--- config.mk ---
export PLATFORM = sky130hd
export DESIGN_NAME = sdt_top
export DESIGN_NICKNAME = d
export VERILOG_FILES = /design/src/hdl/sdt_pkg.sv /design/src/hdl/sdt_smp_if.sv /design/src/hdl/sdt_sync.sv /design/src/hdl/sdt_tick.sv /design/src/hdl/sdt_top.sv
export SDC_FILE = /design/constraint.sdc
export NUM_CORES = 1
export LEC_CHECK = 0
export ABC_AREA = 1
export CAP_MARGIN = 10
export CORE_MARGIN = 5
export CORE_UTILIZATION = 30
export DETAILED_ROUTE_END_ITERATION = 8
export DONT_BUFFER_PORTS = 1
export GPL_ROUTABILITY_DRIVEN = 1
export PLACE_DENSITY = 0.45
export SLEW_MARGIN = 20
export SYNTH_ARGS = -nofsm -noshare
export SYNTH_HDL_FRONTEND = slang
export SYNTH_HIERARCHICAL = 1
export SYNTH_SLANG_ARGS = --single-unit
--- constraint.sdc ---
create_clock -name pclk -period 4.6 [get_ports pclk]
set_clock_uncertainty 0.15 [all_clocks]
set_input_delay 0.69 -clock pclk [delete_from_list [all_inputs] [get_ports pclk]]
set_output_delay 0.69 -clock pclk [all_outputs]
set_load 0.01 [all_outputs]
--- src/hdl/sdt_pkg.sv ---
package sdt_pkg;

	// clock and logic-cycle timing
	localparam int unsigned CLK_HZ           = 10_000_000;         // pclk rate
	localparam int unsigned LOGIC_CYCLE_MS   = 4;                  // logic execution cycle time in ms
	localparam int unsigned LOGIC_CYCLE_CLKS = LOGIC_CYCLE_MS * (CLK_HZ / 1000);

	// quiet interval limits, held in 10 ms steps
	localparam int unsigned QUIET_STEP_MS  = 10;                    // granularity of the quiet interval
	localparam logic [9:0]  QUIET_MIN_STEP = 10'h00A;               // 100 ms
	localparam logic [9:0]  QUIET_MAX_STEP = 10'h3E8;               // 10 s
	localparam logic [9:0]  QUIET_RST_STEP = 10'h00A;               // reset value: 100 ms

	// register byte offsets
	localparam logic [7:0] OFS_CTRL     = 8'h00;                    // configuration
	localparam logic [7:0] OFS_QUIET    = 8'h04;                    // quiet interval steps
	localparam logic [7:0] OFS_STATUS   = 8'h08;                    // live state
	localparam logic [7:0] OFS_IRQ_STAT = 8'h0C;                    // sticky events, read only
	localparam logic [7:0] OFS_IRQ_CLR  = 8'h10;                    // write one to clear
	localparam logic [7:0] OFS_IRQ_EN   = 8'h14;                    // interrupt enables

	// control field positions and reset value
	localparam int unsigned CTRL_CFG_LSB   = 0;                     // encoder configuration, 2 bits
	localparam int unsigned CTRL_PLAUS_BIT = 2;                     // plausibility check enable
	localparam int unsigned CTRL_FOUT_BIT  = 3;                     // fault outputs present
	localparam logic [3:0]  CTRL_RST       = 4'h0;

	// status field positions
	localparam int unsigned ST_STILL_BIT = 0;
	localparam int unsigned ST_F1_BIT    = 1;
	localparam int unsigned ST_F2_BIT    = 2;
	localparam int unsigned ST_GRP_BIT   = 3;
	localparam int unsigned ST_EVAL_BIT  = 4;

	// event bits: standstill reached, pair 1 fault, pair 2 fault
	localparam int unsigned IRQ_W = 3;

	// synchroniser depth for pin inputs
	localparam int unsigned SYNC_STAGES = 3;

	// encoder input configuration
	typedef enum logic [1:0] {
		SDT_CFG_SINGLE = 2'h0,
		SDT_CFG_ONE    = 2'h1,
		SDT_CFG_TWO    = 2'h2
	} sdt_cfg_t;

	// evaluation states, one-hot
	typedef enum logic [2:0] {
		SDT_IDLE  = 3'h1,
		SDT_EVAL  = 3'h2,
		SDT_STILL = 3'h4
	} sdt_state_t;

endpackage : sdt_pkg

--- src/hdl/sdt_smp_if.sv ---
// sampled inputs and the logic-cycle tick passed into the core
interface sdt_smp_if;
	logic       permit;     // synchronised motion permit
	logic [3:0] trk;        // synchronised encoder tracks
	logic       tick;       // one-cycle pulse per logic cycle

	modport sync_src (output permit, output trk);
	modport tick_src (output tick);
	modport core     (input permit, input trk, input tick);
endinterface : sdt_smp_if

--- src/hdl/sdt_sync.sv ---
// three-stage synchroniser; output follows once stages two and three agree
module sdt_sync
	import sdt_pkg::*;
#(
	parameter int unsigned W = 5
) (
	// clock and reset
	input  wire logic         pclk,
	input  wire logic         presetn,
	// raw pins
	input  wire logic [W-1:0] pin_in,
	// filtered value
	output logic      [W-1:0] val_o
);
	logic [W-1:0] st_reg [SYNC_STAGES];     // synchroniser chain
	logic [W-1:0] val_reg;                  // accepted value
	logic [W-1:0] val_next;

	// accept a change only when the last two stages agree
	always_comb begin
		val_next = val_reg;
		for (int i = 0; i < W; i++) begin
			if (st_reg[1][i] == st_reg[2][i]) begin
				val_next[i] = st_reg[2][i];
			end
		end
	end

	// chain and accepted value; first stage feeds only the second
	always_ff @(posedge pclk or negedge presetn) begin
		if (!presetn) begin
			for (int s = 0; s < SYNC_STAGES; s++) begin
				st_reg[s] <= '0;
			end
			val_reg <= '0;
		end else begin
			st_reg[0] <= pin_in;
			for (int s = 1; s < SYNC_STAGES; s++) begin
				st_reg[s] <= st_reg[s-1];
			end
			val_reg <= val_next;
		end
	end

	assign val_o = val_reg;
endmodule : sdt_sync

--- src/hdl/sdt_tick.sv ---
// divider giving one enable pulse per logic cycle
module sdt_tick #(
	parameter int unsigned DIV = 40000
) (
	// clock and reset
	input  wire logic pclk,
	input  wire logic presetn,
	// pulse out
	sdt_smp_if.tick_src tk
);
	localparam int unsigned CW = $clog2(DIV + 1);
	logic [CW-1:0] cnt_reg;                 // cycles since last tick
	logic [CW-1:0] cnt_next;
	logic          tick_reg;
	logic          tick_next;

	// count to DIV-1 then wrap and pulse
	always_comb begin
		tick_next = (cnt_reg == CW'(DIV - 1));
		cnt_next  = tick_next ? '0 : cnt_reg + CW'(1);
	end

	always_ff @(posedge pclk or negedge presetn) begin
		if (!presetn) begin
			cnt_reg  <= '0;
			tick_reg <= 1'b0;
		end else begin
			cnt_reg  <= cnt_next;
			tick_reg <= tick_next;
		end
	end

	assign tk.tick = tick_reg;
endmodule : sdt_tick

--- src/hdl/sdt_top.sv ---
module sdt_top
	import sdt_pkg::*;
#(
	parameter int unsigned CYCLE_CLKS = LOGIC_CYCLE_CLKS
) (
	// clock and reset
	input  wire logic        pclk,
	input  wire logic        presetn,
	// apb slave
	input  wire logic        psel,
	input  wire logic        penable,
	input  wire logic        pwrite,
	input  wire logic [7:0]  paddr,
	input  wire logic [31:0] pwdata,
	output logic      [31:0] prdata,
	output logic             pready,
	output logic             pslverr,
	// machine pins
	input  wire logic        motion_permit,
	input  wire logic [3:0]  enc_trk,
	// results
	output logic             standstill,
	output logic             pair1_fault,
	output logic             pair2_fault,
	output logic             group_fault,
	output logic             irq
);
	import sdt_pkg::*;

	sdt_smp_if smp ();                      // sampled pins and tick

	// pins pass the three-stage synchroniser
	sdt_sync #(.W(5)) u_sync (
		.pclk    (pclk),
		.presetn (presetn),
		.pin_in  ({motion_permit, enc_trk}),
		.val_o   ({smp.permit, smp.trk})
	);

	// logic-cycle enable
	sdt_tick #(.DIV(CYCLE_CLKS)) u_tick (
		.pclk    (pclk),
		.presetn (presetn),
		.tk      (smp)
	);

	// tracks watched in each encoder configuration
	function automatic logic [3:0] trk_mask(input logic [1:0] cfg);
		case (cfg)
			SDT_CFG_SINGLE: trk_mask = 4'h1;
			SDT_CFG_ONE:    trk_mask = 4'h3;
			SDT_CFG_TWO:    trk_mask = 4'hF;
			default:        trk_mask = 4'h1;  // reserved code behaves as single track
		endcase
	endfunction : trk_mask

	// address decode shared by read and write paths
	function automatic logic is_reg(input logic [7:0] a);
		is_reg = (a == OFS_CTRL) || (a == OFS_QUIET) || (a == OFS_STATUS) ||
		         (a == OFS_IRQ_STAT) || (a == OFS_IRQ_CLR) || (a == OFS_IRQ_EN);
	endfunction : is_reg

	// ---------------- register file ----------------
	logic [3:0]       ctrl_reg, ctrl_next;          // cfg, plausibility, fault outputs
	logic [9:0]       quiet_reg, quiet_next;        // quiet interval in 10 ms steps
	logic [IRQ_W-1:0] ien_reg, ien_next;            // interrupt enables
	logic [IRQ_W-1:0] ist_reg, ist_next;            // sticky events
	logic [31:0]      rd_reg, rd_next;              // read data, loaded in setup phase
	logic [IRQ_W-1:0] events;                       // one-cycle event pulses
	logic             wr_acc;
	logic [4:0]       status;

	assign wr_acc = psel && penable && pwrite;

	// register next values; set beats clear on the sticky bits
	always_comb begin
		logic [9:0] q;
		q          = pwdata[9:0];
		ctrl_next  = ctrl_reg;
		quiet_next = quiet_reg;
		ien_next   = ien_reg;
		ist_next   = ist_reg;
		if (wr_acc) begin
			case (paddr)
				OFS_CTRL:    ctrl_next = pwdata[3:0];
				OFS_QUIET: begin
					// out-of-range values are clamped into the legal span
					if (q < QUIET_MIN_STEP) begin
						quiet_next = QUIET_MIN_STEP;
					end else if (q > QUIET_MAX_STEP) begin
						quiet_next = QUIET_MAX_STEP;
					end else begin
						quiet_next = q;
					end
				end
				OFS_IRQ_CLR: ist_next = ist_reg & ~pwdata[IRQ_W-1:0];
				OFS_IRQ_EN:  ien_next = pwdata[IRQ_W-1:0];
				default:     ;                                   // read-only or unmapped
			endcase
		end
		ist_next = ist_next | events;
		// read data captured in setup so it comes from a flop in access
		rd_next = rd_reg;
		if (psel && !penable && !pwrite) begin
			case (paddr)
				OFS_CTRL:     rd_next = {28'h0000000, ctrl_reg};
				OFS_QUIET:    rd_next = {22'h000000, quiet_reg};
				OFS_STATUS:   rd_next = {27'h0000000, status};
				OFS_IRQ_STAT: rd_next = {29'h00000000, ist_reg};
				OFS_IRQ_EN:   rd_next = {29'h00000000, ien_reg};
				default:      rd_next = 32'h00000000;            // clear register reads zero
			endcase
		end
	end

	always_ff @(posedge pclk or negedge presetn) begin
		if (!presetn) begin
			ctrl_reg  <= CTRL_RST;
			quiet_reg <= QUIET_RST_STEP;
			ien_reg   <= '0;
			ist_reg   <= '0;
			rd_reg    <= 32'h00000000;
		end else begin
			ctrl_reg  <= ctrl_next;
			quiet_reg <= quiet_next;
			ien_reg   <= ien_next;
			ist_reg   <= ist_next;
			rd_reg    <= rd_next;
		end
	end

	// zero-wait slave; unmapped offsets answer with an error
	assign pready  = 1'b1;
	assign pslverr = psel && penable && !is_reg(paddr);
	assign prdata  = rd_reg;

	// ---------------- evaluation ----------------
	logic [1:0]   cfg;
	logic [3:0]   mask;
	logic         plaus_en;
	logic         fout_en;
	sdt_state_t   st_reg, st_next;
	logic [3:0]   trk_reg, trk_next;        // track sample of the previous logic cycle
	logic         perm_reg, perm_next;      // permit sample of the previous logic cycle
	logic [15:0]  quiet_ms;                 // interval in ms
	logic [15:0]  el_reg, el_next;          // elapsed quiet time in ms
	logic [1:0]   low_reg, low_next;        // pair was both-low at the last cycle
	logic [1:0]   flt_reg, flt_next;        // pair faults
	logic [1:0]   pair_on;                  // pairs checked for plausibility
	logic         edge_seen;
	logic         ev_still;                 // standstill reached this tick
	logic [1:0]   flt_rise;                 // pair fault newly set

	assign cfg      = ctrl_reg[CTRL_CFG_LSB +: 2];
	assign mask     = trk_mask(cfg);
	assign plaus_en = ctrl_reg[CTRL_PLAUS_BIT];
	assign fout_en  = ctrl_reg[CTRL_FOUT_BIT];
	assign quiet_ms = 16'(quiet_reg * QUIET_STEP_MS);
	// a single-track setup has no pair, so no check runs even if enabled
	assign pair_on  = plaus_en ? {mask[3], mask[1]} : 2'b00;
	// only enabled tracks count as edges
	assign edge_seen = |((smp.trk ^ trk_reg) & mask);

	// state, quiet counter and samples step on the tick; a high permit resets state and counter on any clock
	always_comb begin
		st_next   = st_reg;
		el_next   = el_reg;
		trk_next  = trk_reg;
		perm_next = perm_reg;
		ev_still  = 1'b0;
		if (smp.permit) begin
			// running drive: any evaluation is dropped at once
			st_next = SDT_IDLE;
			el_next = '0;
		end
		if (smp.tick) begin
			trk_next  = smp.trk;
			perm_next = smp.permit;
			case (st_reg)
				SDT_IDLE: begin
					if (perm_reg && !smp.permit) begin
						st_next = SDT_EVAL;
						el_next = '0;
					end
				end
				SDT_EVAL: begin
					if (smp.permit) begin
						st_next = SDT_IDLE;
					end else if (edge_seen) begin
						el_next = '0;
					end else if (el_reg + 16'(LOGIC_CYCLE_MS) >= quiet_ms) begin
						st_next   = SDT_STILL;
						ev_still  = 1'b1;
					end else begin
						el_next = el_reg + 16'(LOGIC_CYCLE_MS);
					end
				end
				SDT_STILL: ;                         // edges no longer watched
				default: st_next = SDT_IDLE;
			endcase
		end
	end

	always_ff @(posedge pclk or negedge presetn) begin
		if (!presetn) begin
			st_reg   <= SDT_IDLE;
			el_reg   <= '0;
			trk_reg  <= '0;
			perm_reg <= 1'b0;
		end else begin
			st_reg   <= st_next;
			el_reg   <= el_next;
			trk_reg  <= trk_next;
			perm_reg <= perm_next;
		end
	end

	// ---------------- plausibility, one slice per pair ----------------
	for (genvar p = 0; p < 2; p++) begin : g_pair
		logic both_low;
		assign both_low = !smp.trk[2*p] && !smp.trk[2*p+1];

		// a single both-low cycle is tolerated; the second in a row trips
		always_comb begin
			low_next[p] = low_reg[p];
			flt_next[p] = flt_reg[p];
			if (!pair_on[p]) begin
				low_next[p] = 1'b0;
				flt_next[p] = 1'b0;
			end else if (smp.tick) begin
				low_next[p] = both_low;
				if (both_low && low_reg[p]) begin
					flt_next[p] = 1'b1;
				end else if (!both_low && !smp.permit) begin
					flt_next[p] = 1'b0;
				end
			end
		end
		assign flt_rise[p] = flt_next[p] && !flt_reg[p];
	end

	// one driver for the event vector, gathered from both sources
	assign events = {flt_rise, ev_still};

	always_ff @(posedge pclk or negedge presetn) begin
		if (!presetn) begin
			low_reg <= '0;
			flt_reg <= '0;
		end else begin
			low_reg <= low_next;
			flt_reg <= flt_next;
		end
	end

	// ---------------- outputs ----------------
	// standstill follows the state flop, which permit already cleared
	assign standstill  = (st_reg == SDT_STILL);
	// absent fault outputs stay low; status still shows the raw faults
	assign pair1_fault = fout_en && flt_reg[0];
	assign pair2_fault = fout_en && flt_reg[1];
	assign group_fault = fout_en && |flt_reg;
	assign status      = {(st_reg == SDT_EVAL), |flt_reg, flt_reg, (st_reg == SDT_STILL)};
	assign irq         = |(ist_reg & ien_reg);
endmodule : sdt_top

==> results.md <==
- Dpl ws: 1.01 ns
- DRC Markers: 0
- Ports: 89
- Clock latency on the worst-skew pair: 0.35 ns
- Dominant synthesized flop cell: dfrtp_1
- Routed Antenna Nets: 0
- GRT Total Usage: 12.5%
- Final-report setup violation count: 0
- Grt ovf: 0
- Count leader, synth: nand2_1
- Root buffer cell: clkbuf_16
- Fill cells: 2109
- Asr flop ratio synth: 100%
- Crit-path slowest cell: dfstp_2
- Setup ws final: 1.01 ns
- Worst Path Arrival: 3.68 ns
- Maximum capacitance violations: 0
- First-pass GRT wire length: 22300 um
- Cells after Synth: 751
- WL final: 13600 um
- Initial antenna violation count: 0
- Slew Limit Headroom: 38.0%
- Die X: 149 um
- Clock Path Buffers: 2
- Die area: 0.0223 mm2
- Period utilisation layout: 78.0%
- Post-DP HPWL: 10000 um
- Placer Congestion: 0.777
- Clock Sinks: 95
- Synth top area cells: dfrtp_1, nand2_1, inv_1, ha_1, o21ai_0
- Initial DRC Count: 204
- WL/cell: 13.3 um
- Synth area leader: dfrtp_1
- I/O Buffers: 0
- Most instantiated cells after synthesis: nand2_1, inv_1, dfrtp_1, nor2_1, o21ai_0
- Synth warn: 6
- Final hold vios: 0
- Die height: 149 um
- Final Max Tran Viols: 0
- Max Freq: 279 MHz
- Area Growth Syn to Fin: 9.24%
- Synth Register Bits: 95
- Worst setup SP type: flop
- CP Data Required Time: 4.70 ns
- Peak VDD IR: 0.169 mV
- Distinct cells, synth: 46
- Power Dens Cells: 272 mW/mm2
- RSZ-0062 raised after global routing: false
- H-tree depth: 3
- Slew @ Worst Pin: 0.923 ns
- Status: completed
- Core area: 0.0193 mm2
- Largest net degree at the start of global routing: 93
- Slowest Stage Delay on Critical Path: 0.57 ns
- Layout cells sized above 1: 8.70%
- CP max FO: 10
- Vias in the first global route: 4338
- Inserted Clock Buffers: 9
- Clock Pin Slew Worst Setup and Hold Paths: 0.08 ns
- Most used cell along the critical path: nand2_1
- Row cnt: 51
- CP endpoint kind: flop
- Crit path buffers/inverters: 2
- CTS tree: built
- Initial Util: 30.2%
- Fin crit period: 3.59 ns
- Syn_area_per_cell: 7.74 um2
- P_leak: 3.29 nW
- Ant. Diodes: 0
- Worst min path class: primary input to async pin
- Sequential fraction of the synthesis area: 41.0%
- Drt pass-1 iters: 4
- Critical path's top delay family: simple AND/OR/NAND/NOR gates
- CP Class: flop to flop
- Postcts setup bufs: 0
- Worst-path cell chain: ha_1, ha_1, inv_1, fa_1, o21ai_0, nand2_1, nand2_1, a21o_1, nand2_1, nand2_1, nand2_1, nand2_1, xor2_1, ha_1, a21oi_1, nand3_2, nor2_4, nand2_4, nand2_8, nand2_4, o22ai_1, inv_1
- Vias per cell: 4.45
- Area share of the largest cell type after synthesis: 39.6%
- Total Negative Setup Slacks: 0 ns
- Final layout net count: 837
- Synth Cell Area: 0.00581 mm2
- Via count: 4560
- Post-synth EDFFs: 0
## placed cells by master (no fill, tap or decap), drive strengths merged, types with 3 or more instances in the layout
cell      n
nand4    10
xor2     15
a21oi    25
nand3    43
nand2   194
clkbuf    9
dfrtp    92
inv     127
ha       32
o21ai    53
nor2     75
nor3     12
o22ai     7
xnor2     9
clkinv    4
conb     23
a31oi     5
dfstp     3
## worst register-to-register path: stages, from the launching register on
cell	delay, ns
dfstp_2	0.57
ha_1	0.15
ha_1	0.16
inv_1	0.05
fa_1	0.39
o21ai_0	0.30
nand2_1	0.08
nand2_1	0.07
a21o_1	0.11
nand2_1	0.06
nand2_1	0.06
nand2_1	0.04
nand2_1	0.07
xor2_1	0.07
ha_1	0.18
a21oi_1	0.18
nand3_2	0.12
nor2_4	0.17
nand2_4	0.10
nand2_8	0.12
nand2_4	0.08
o22ai_1	0.13
inv_1	0.06
## path summary, 6_finish.rpt
path | start | end | slack [ns] | cells past startpoint
worst max-delay path | quiet_reg[3] | el_reg[13] | 1.01 | 22
worst min register to register | u_sync/st_reg[12] | u_sync/st_reg[7] | 0.20 | 0
min in group pclk | u_sync/st_reg[12] | u_sync/st_reg[7] | 0.20 | 0
worst max register to register | quiet_reg[3] | el_reg[13] | 1.01 | 22
worst min-delay path | presetn | quiet_reg[1] | 0.03 | 0
max in group asynchronous | presetn | el_reg[2] | 3.81 | 1
## power breakdown
| part | internal [mW] | switching, mW |
|---|---|---|
| Clock | 0.385 | 0.374 |
| Combinational | 0.0285 | 0.0666 |
| Sequential | 0.851 | 0.0192 |
| Total | 1.26 | 0.460 |
## layout make-up
type,instances,area (um2),share of cell area (%)
Timing Repair Buffer,1,27.5,0.434
Sequential cell,95,2380,37.5
Clock buffer,9,225,3.55
Tap cell,265,332,5.22
Clock inverter,7,73.8,1.16
Inverter,124,467,7.35
Multi-Input combinational cell,523,2840,44.8
## per-layer routing
layer	global-route usage (%)	part of all wire, %
met1	16.9	50
met2	20.5	46
met3	2.55	2.7
met4	2.97	1.2
met5	0	0
## what timing repair did
item                                   4_1_cts  5_1_grt
endpoints found under the hold margin       92        0
gates resized for setup                      0        0
hold buffers                                 1        0
## through the flow
| step | cell area, um2 | utilization [%] | power (mW) | hold slack, ns | cells |
|---|---|---|---|---|---|
| finish | 6350 | 32.9 | 1.72 | 0.0265 | 1024 |
| global route | 6350 | 32.9 | 1.81 | 0.00395 | 1024 |
| CTS | 6350 | 32.9 | 1.76 | 0.00664 | 1024 |
| detailed placement | 6020 | 31.2 | 0.964 | 0.187 | 1007 |
| global placement | 6020 | 31.2 | 0.963 | 0.184 | 1007 |
| floorplan | 5890 | - | 0.960 | 0.181 | 772 |
## cell families after synthesis
logic type	Yosys count	share of synthesized area, %
AND/OR/NAND/NOR	339	26.6
buffers and inverters	154	11.5
AO/OA/AOI/OAI	104	9.99
flip-flops	95	41.0
adder cells (fa/ha/maj)	33	7.24
XOR/XNOR	24	3.62
other	2	0.129
Note: power is estimated with default switching activity, not from simulation.
